[src/lpm_pkg.sv]
// Package for the LED driver power-mode controller: states, timing, carriers
`default_nettype none
package lpm_pkg;
    // Clock and timing
    localparam int CLOCK_HZ = 125_000_000;
    localparam int READY_WAIT_US = 5000;
    localparam int READY_WAIT_CYCLES = (READY_WAIT_US * (CLOCK_HZ / 1_000_000));
    localparam int WAIT_W = 20;
    // Reset values of the keep bits
    localparam logic CORE_KEEP_RESET = 1'b1;
    localparam logic IO_KEEP_RESET = 1'b1;

    typedef enum logic [1:0] {
        LPM_OFF = 2'b00,
        LPM_STANDBY = 2'b01,
        LPM_NORMAL = 2'b10
    } lpm_mode_e;

    // Keep bits as written by the register block
    typedef struct packed {
        logic core_keep;
        logic io_keep;
    } lpm_keep_s;

    // Regulator enables
    typedef struct packed {
        logic core_on;
        logic io_on;
    } lpm_reg_s;

    // Serial port pins from the host
    typedef struct packed {
        logic chip_select;
        logic serial_clock;
        logic serial_data_in;
    } lpm_serial_s;
endpackage
`default_nettype wire

[src/lpm_power_ctrl.sv]
// Power-mode controller: OFF, Standby and Normal sequencing for the LED driver
`default_nettype none
module lpm_power_ctrl (
    // Clock and reset
    input wire logic clock,
    input wire logic reset,
    // Host pins, asynchronous
    input wire logic regulator_enable_pin,
    input wire logic chip_reset_low,
    input wire lpm_pkg::lpm_serial_s serial_pins,
    // Keep bits from the register block, same clock
    input wire lpm_pkg::lpm_keep_s keep_write,
    input wire logic keep_write_strobe,
    // Thermal shutdown from the sensor, asynchronous
    input wire logic thermal_trip,
    // Outputs from the logic core before gating
    input wire logic core_irq,
    input wire logic core_data_out,
    // Regulator enables and mode
    output lpm_pkg::lpm_reg_s regulators,
    output lpm_pkg::lpm_mode_e mode,
    // Serial gating towards the interface
    output logic serial_accept,
    output lpm_pkg::lpm_serial_s serial_gated,
    // Register default request and keep bits as held
    output logic register_default,
    output lpm_pkg::lpm_keep_s keep,
    // Pins back to the host
    output logic irq_pin,
    output logic data_out_pin
);
    import lpm_pkg::*;

    logic [2:0] pins_sync;
    logic enable_s;
    logic rstn_s;
    logic thermal_s;
    logic enable_d;
    logic enable_rise;
    logic [WAIT_W-1:0] wait_count;
    logic [WAIT_W-1:0] next_wait_count;
    lpm_mode_e next_mode;
    lpm_keep_s next_keep;
    lpm_reg_s next_regulators;
    logic next_enable_d;
    logic next_serial_accept;
    lpm_serial_s next_serial_gated;
    logic next_register_default;
    logic next_irq_pin;
    logic next_data_out_pin;
    logic thermal_hold;
    logic next_thermal_hold;
    logic [2:0] serial_sync;
    lpm_serial_s serial_s;

    // ==========================================================
    // Pin synchronisers
    lpm_sync #(.WIDTH(3)) u_pin_sync (
        .clock(clock),
        .reset(reset),
        .async_in({regulator_enable_pin, chip_reset_low, thermal_trip}),
        .sync_out(pins_sync)
    );
    lpm_sync #(.WIDTH(3)) u_serial_sync (
        .clock(clock),
        .reset(reset),
        .async_in(serial_pins),
        .sync_out(serial_sync)
    );
    assign enable_s = pins_sync[2];
    assign rstn_s = pins_sync[1];
    assign thermal_s = pins_sync[0];
    assign serial_s = serial_sync;
    assign enable_rise = enable_s && !enable_d;

    // ==========================================================
    // Mode state machine and keep bits
    always_comb begin
        next_mode = mode;
        next_enable_d = enable_s;
        next_keep = keep;
        next_thermal_hold = thermal_hold;
        // Logic stays in reset until the host pulses reset after a trip
        if (thermal_s) begin
            next_thermal_hold = 1'b1;
        end else if (!rstn_s) begin
            next_thermal_hold = 1'b0;
        end
        if (keep_write_strobe && rstn_s && serial_accept) begin
            next_keep = keep_write;
        end
        unique case (mode)
            LPM_OFF: begin
                if (enable_s) begin
                    next_mode = LPM_NORMAL;
                end
            end
            LPM_NORMAL: begin
                if (!enable_s && !keep.io_keep) begin
                    next_mode = LPM_OFF;
                end else if (!enable_s && enable_d && keep.io_keep && !keep.core_keep) begin
                    next_mode = LPM_STANDBY;
                end
            end
            LPM_STANDBY: begin
                // No exit to OFF from here; only a rising enable leaves
                if (enable_rise) begin
                    next_mode = LPM_NORMAL;
                end
            end
            default: next_mode = LPM_OFF;
        endcase
        // Defaults restore on reset pin, io regulator off or thermal trip
        if (!rstn_s || !regulators.io_on || thermal_s) begin
            next_keep = '{core_keep: CORE_KEEP_RESET, io_keep: IO_KEEP_RESET};
        end
    end

    always_ff @(posedge clock) begin
        if (reset) begin
            mode <= LPM_OFF;
            enable_d <= 1'b0;
            keep <= '{core_keep: CORE_KEEP_RESET, io_keep: IO_KEEP_RESET};
            thermal_hold <= 1'b0;
        end else begin
            mode <= next_mode;
            enable_d <= next_enable_d;
            keep <= next_keep;
            thermal_hold <= next_thermal_hold;
        end
    end

    // ==========================================================
    // Regulators, ready wait and serial gating
    always_comb begin
        // Thermal shutdown overrides the enable pin; keep bits only matter with enable low
        next_regulators.core_on = !thermal_s
            && (enable_s || (next_mode != LPM_OFF && keep.core_keep));
        next_regulators.io_on = !thermal_s
            && (enable_s || (next_mode != LPM_OFF && keep.io_keep));
        next_wait_count = wait_count;
        if (!enable_s) begin
            next_wait_count = '0;
        end else if (wait_count < WAIT_W'(READY_WAIT_CYCLES)) begin
            next_wait_count = wait_count + WAIT_W'(1);
        end
        // Ready needs enable high for the full wait, Normal mode and reset released
        next_serial_accept = enable_s && (wait_count == WAIT_W'(READY_WAIT_CYCLES))
            && (mode == LPM_NORMAL) && rstn_s && !thermal_hold;
        next_serial_gated = next_serial_accept ? serial_s : '0;
        next_register_default = !rstn_s || !regulators.io_on || thermal_hold;
        next_irq_pin = rstn_s && !thermal_hold && core_irq;
        next_data_out_pin = rstn_s && next_serial_accept && core_data_out;
    end

    always_ff @(posedge clock) begin
        if (reset) begin
            regulators <= '0;
            wait_count <= '0;
            serial_accept <= 1'b0;
            serial_gated <= '0;
            register_default <= 1'b1;
            irq_pin <= 1'b0;
            data_out_pin <= 1'b0;
        end else begin
            regulators <= next_regulators;
            wait_count <= next_wait_count;
            serial_accept <= next_serial_accept;
            serial_gated <= next_serial_gated;
            register_default <= next_register_default;
            irq_pin <= next_irq_pin;
            data_out_pin <= next_data_out_pin;
        end
    end

    // ==========================================================
    // Checks
    a_off_exit_enable: assert property (@(posedge clock) disable iff (reset)
        ($past(mode) == LPM_OFF && mode != LPM_OFF) |-> $past(enable_s))
        else $error("left OFF without enable");
    a_no_serial_low: assert property (@(posedge clock) disable iff (reset)
        (!enable_s && (!keep.core_keep || !keep.io_keep)) |=> !serial_accept)
        else $error("serial accepted with enable low and keep clear");
    a_standby_entry: assert property (@(posedge clock) disable iff (reset)
        (mode == LPM_NORMAL && !enable_s && enable_d && keep.io_keep && !keep.core_keep)
        |=> mode == LPM_STANDBY)
        else $error("standby not entered");
    a_standby_quiet: assert property (@(posedge clock) disable iff (reset)
        (mode == LPM_STANDBY) |=> !serial_accept)
        else $error("serial accepted in standby");
    a_standby_wake: assert property (@(posedge clock) disable iff (reset)
        (mode == LPM_STANDBY && enable_rise) |=> mode == LPM_NORMAL)
        else $error("standby not released by enable");
    a_standby_no_off: assert property (@(posedge clock) disable iff (reset)
        (mode == LPM_STANDBY) |=> mode != LPM_OFF)
        else $error("standby went to OFF");
    a_enable_regs_on: assert property (@(posedge clock) disable iff (reset)
        (enable_s && !thermal_s) |=> (regulators.core_on && regulators.io_on))
        else $error("regulator off with enable high");
    a_reset_blocks: assert property (@(posedge clock) disable iff (reset)
        !rstn_s |=> (!serial_accept && serial_gated == '0))
        else $error("serial passed during reset pin");
    a_ready_wait: assert property (@(posedge clock) disable iff (reset)
        $rose(serial_accept) |-> (wait_count == WAIT_W'(READY_WAIT_CYCLES)))
        else $error("serial ready before wait");
    a_reset_defaults: assert property (@(posedge clock) disable iff (reset)
        !rstn_s |=> (keep.core_keep && keep.io_keep && register_default))
        else $error("defaults not restored");
    a_reset_pins_low: assert property (@(posedge clock) disable iff (reset)
        !rstn_s |=> (!irq_pin && !data_out_pin))
        else $error("outputs not low in reset");
    a_thermal_quiet: assert property (@(posedge clock) disable iff (reset)
        thermal_hold |=> (!serial_accept && register_default))
        else $error("logic left reset state after thermal trip");
    c_off_to_normal: cover property (@(posedge clock) disable iff (reset)
        mode == LPM_OFF ##1 mode == LPM_NORMAL);
    c_normal_standby: cover property (@(posedge clock) disable iff (reset)
        mode == LPM_NORMAL ##1 mode == LPM_STANDBY);
    c_standby_normal: cover property (@(posedge clock) disable iff (reset)
        mode == LPM_STANDBY ##1 mode == LPM_NORMAL);
    c_serial_ready: cover property (@(posedge clock) disable iff (reset)
        $rose(serial_accept));
endmodule // lpm_power_ctrl
`default_nettype wire

[src/lpm_sync.sv]
// Two-flop synchroniser for a group of asynchronous pins
`default_nettype none
module lpm_sync #(
    parameter int WIDTH = 1
) (
    // Clock and reset
    input wire logic clock,
    input wire logic reset,
    // Pins
    input wire logic [WIDTH-1:0] async_in,
    output logic [WIDTH-1:0] sync_out
);
    logic [WIDTH-1:0] stage1;
    logic [WIDTH-1:0] next_stage1;
    logic [WIDTH-1:0] next_sync_out;

    always_comb begin
        next_stage1 = async_in;
        next_sync_out = stage1;
    end

    always_ff @(posedge clock) begin
        if (reset) begin
            stage1 <= '0;
            sync_out <= '0;
        end else begin
            stage1 <= next_stage1;
            sync_out <= next_sync_out;
        end
    end
endmodule // lpm_sync
`default_nettype wire

[config.mk]
export PLATFORM = sky130hd
export DESIGN_NAME = lpm_power_ctrl
export DESIGN_NICKNAME = d
export VERILOG_FILES = /design/src/lpm_pkg.sv /design/src/lpm_power_ctrl.sv /design/src/lpm_sync.sv
export SDC_FILE = /design/constraint.sdc
export NUM_CORES = 1
export LEC_CHECK = 0
export BUFFER_PORTS_ARGS = -buffer_cell sky130_fd_sc_hd__clkbuf_2
export CORE_UTILIZATION = 45
export CTS_BUF_LIST = sky130_fd_sc_hd__clkbuf_8
export CTS_CLUSTER_SIZE = 14
export DETAILED_ROUTE_END_ITERATION = 7
export HOLD_SLACK_MARGIN = 0.1
export SYNTH_ARGS = -nofsm -noshare
export SYNTH_HDL_FRONTEND = slang
export SYNTH_SLANG_ARGS = --single-unit
[constraint.sdc]
create_clock -name clock -period 5.1 [get_ports clock]
set_clock_uncertainty 0.15 [all_clocks]
set_input_delay 0.765 -clock clock [delete_from_list [all_inputs] [get_ports clock]]
set_output_delay 0.765 -clock clock [all_outputs]
set_load 0.05 [all_outputs]
==> impl_metrics.toml <==
[setup_path]
crit_chain = "clkbuf_2 > nand2b_1 > clkinv_1 > nand3_1 > nor3_1 > and2_1"
r2r_cells = 6
timing.critical_path.buf_inv = 2
slowest_delay_ns = 0.63
r2r_start = "wait_count[4]"
critPathCaptureType = "flop"
critPathSlowestCell = "nand2b_1"
cp_top_family = "simple AND/OR/NAND/NOR gates"
crit_path_start_kind = "input port"
rrSetupSlack_ns = 2.64
worst_r2r_endpoint = "wait_count[1]"
worst_ep_required_time_ns = 5.15
cp.arrival_ns = 2.57
crit_type = "in2reg"
worstPathMaxFanout = 21

[power_and_ir_drop]
p_leak_nw = 0.771
finalPower_w = 0.000639
peakVddDrop_mv = 0.146
p_per_area_mw_per_mm2 = 293

[status]
outcome = "finished clean"

[synth]
yosysUniqueCellTypes = 39
yosys.area.top_type = "dfxtp_1"
ys_top_cells_by_count = "47 x dfxtp_1, 21 x nand2_1, 16 x a21oi_1, 13 x nor2b_1, 12 x o21ai_0"
ys_ff_latch = 47
syn_area_mm2 = 0.00194
synth.avg_cell_area_um2 = 9.04
ys.flop_type = "dfxtp_1"
synth_edf_count = 0
synth_most_common_cell = "dfxtp_1"
async_reset_ff_share_pct = 0
synth_warnings = 0
synth_nets = 230
ys_seq_area_share_pct = 48.4
syn-instance-count = 215
netlist_top_cells_area = "dfxtp_1 48%, nor2b_1 4.2%, a21oi_1 4.1%"
yosysTopAreaCellShare_pct = 48.4

[place]
gp_congestion = 0.857
dpl_cell_area_mm2 = 0.00209
place_hpwl_um = 2750
portBuffers = 25

[routing]
via_per_inst = 5.53
detail_route.wl_per_cell_um = 13.3
postRouteAntennaNets = 0
drc = 0
drt_iter0_drc = 124
dr.pass1.iters = 4
routed_wl_um = 3860
vias = 1603

[floorplanning]
io-pin-count = 26
rows = 23
die_w_um = 67.7
initial_core_util_pct = 47.6
core-area_mm2 = 0.00409
dieArea_mm2 = 0.00459
die_h_um = 67.7

[clocking]
cts_setup_buffers = 0
postCtsHoldBufs = 0
cts_resized = 0
path_clk_slew_ns = 0.08
cts_htree_levels = 2
numClockSinks = 47
cts_tree = "yes"
clock_path_buffers = 2
cts_buffers = 5
cts-root-buf = "clkbuf_8"
clock_latency_ns = 0.30

[run]
cap_violations = 0

[global_route]
grt_pass1_vias = 1376
grt_overflow = 0
grt_max_degree = 22
grt_use_total_pct = 19.1
antenna_found_initial = 0
grt_pass1_wl_um = 6370

[cells_and_area]
final_cell_area_mm2 = 0.00218
diodes = 0
fin_util_pct = 53.5
nNetsFinal = 254
drive_gt1_share_pct = 15.4
syn_to_final_growth_pct = 12.4
fill_cells = 409

[timing]
fin_hold_ws_ns = 0.277
max_clock_freq_ghz = 0.396
slew_headroom_pct = 38.6
rsz0062_at_grt = "false"
drv_slew = 0
setup_violations = 0
worst_pin_slew_ns = 0.919
hold_viol = 0
fin_tns_setup_ns = 0
min_period_over_period_pct = 49.5
fin_crit_ns = 2.52

[min_path]
hp-class = "reg2reg"
hold-path-endpoint = "register_default"
hold_start = "regulators[0]"
hold_path_depth = 1
metal layers:
| metal | vias to the layer above | wire (um) | track usage, % | share of wire [%] |
|---|---|---|---|---|
| met1 | 745 | 1910 | 26.6 | 50 |
| met4 | 0 | 57 | 8.78 | 1.5 |
| met2 | 30 | 1720 | 27.8 | 45 |
| met3 | 7 | 167 | 4.05 | 4.3 |
| li1 | 821 | - | - | - |
| met5 | - | 0 | 0 | 0 |
placed cells by master, fill, tap and decap left out, types with 2 or more instances in the layout:
master	netlist	routed
a21oi_1	16	16
inv_1	4	4
nor3_1	9	9
ha_1	2	2
nor2b_1	13	13
nand3_1	10	10
o21ai_0	12	12
clkbuf_2	0	25
nand3b_1	3	3
nand2_1	21	21
nand4_1	7	7
nor2_1	10	10
nand2b_1	4	4
dfxtp_1	47	47
or3_1	9	9
nor4bb_1	3	3
o31ai_1	2	2
mux2i_1	4	4
o211ai_1	2	2
or4_1	7	7
o21a_1	2	2
and2_1	4	4
and4_1	2	2
clkbuf_8	0	6
worst max-delay path by stage:
stage / from / endpoint / depth (start not counted)
final: reset / serial_gated[2] / 6
after global routing: reset / serial_gated[0] / 6
after CTS: reset / serial_gated[2] / 6
after detailed placement: reset / serial_gated[2] / 6
after global placement: reset / serial_gated[2] / 6
after floorplan: wait_count[4] / wait_count[17] / 7
flip-flops by register name, indices dropped and copies added (netlist names), 2 cells and up:
| signal | count |
|---|---|
| regulators | 2 |
| u_serial_sync.next_sync_out | 3 |
| serial_gated | 3 |
| u_pin_sync.next_sync_out | 3 |
| wait_count | 20 |
| mode | 2 |
| keep | 2 |
| u_pin_sync.sync_out | 3 |
| u_serial_sync.sync_out | 3 |
power breakdown:
part	switching, W	leakage [nW]	internal [W]
Combinational	0.0000159	0.341	0.0000110
Clock	0.000124	0.0474	0.000111
Sequential	0.00000412	0.382	0.000374
Total	0.000144	0.771	0.000495
layout make-up:
cell class | count | area (um^2) | area share, %
Sequential cell | 47 | 941 | 43.1
Inverter | 5 | 18.8 | 0.859
Clock buffer | 6 | 82.6 | 3.78
Clock inverter | 2 | 16.3 | 0.745
Tap cell | 50 | 62.6 | 2.86
Multi-Input combinational cell | 154 | 931 | 42.6
Timing Repair Buffer | 26 | 133 | 6.07
worst register-to-register path: cells and delay by family (launching register included):
family,cells,cell delay (ns)
multiplexers,1,0.20
flip-flops,1,0.47
AND/OR/NAND/NOR,1,0.05
buffers and inverters,1,0.35
AO/OA/AOI/OAI,3,1.11
kinds of logic (layout without fill, tap and decap cells):
group | count (synthesis) | after routing | synth area share, %
AOI/OAI and AO/OA | 43 | 43 | 14.1
DFF | 47 | 47 | 48.4
and+or+nand+nor | 103 | 103 | 29.5
adders and majority gates | 2 | 2 | 1.29
buffers and inverters | 14 | 39 | 3.73
xor gates and xnor gates | 2 | 2 | 0.901
muxes | 4 | 4 | 2.06
per-stage QoR:
stage | std cells | setup slack (ns)
after floorplan | 215 | 3.19
after global placement | 282 | 2.32
after detailed placement | 282 | 2.23
after CTS | 290 | 2.56
after global routing | 290 | 2.38
final | 290 | 2.58
(Power assumes the default switching activity.)
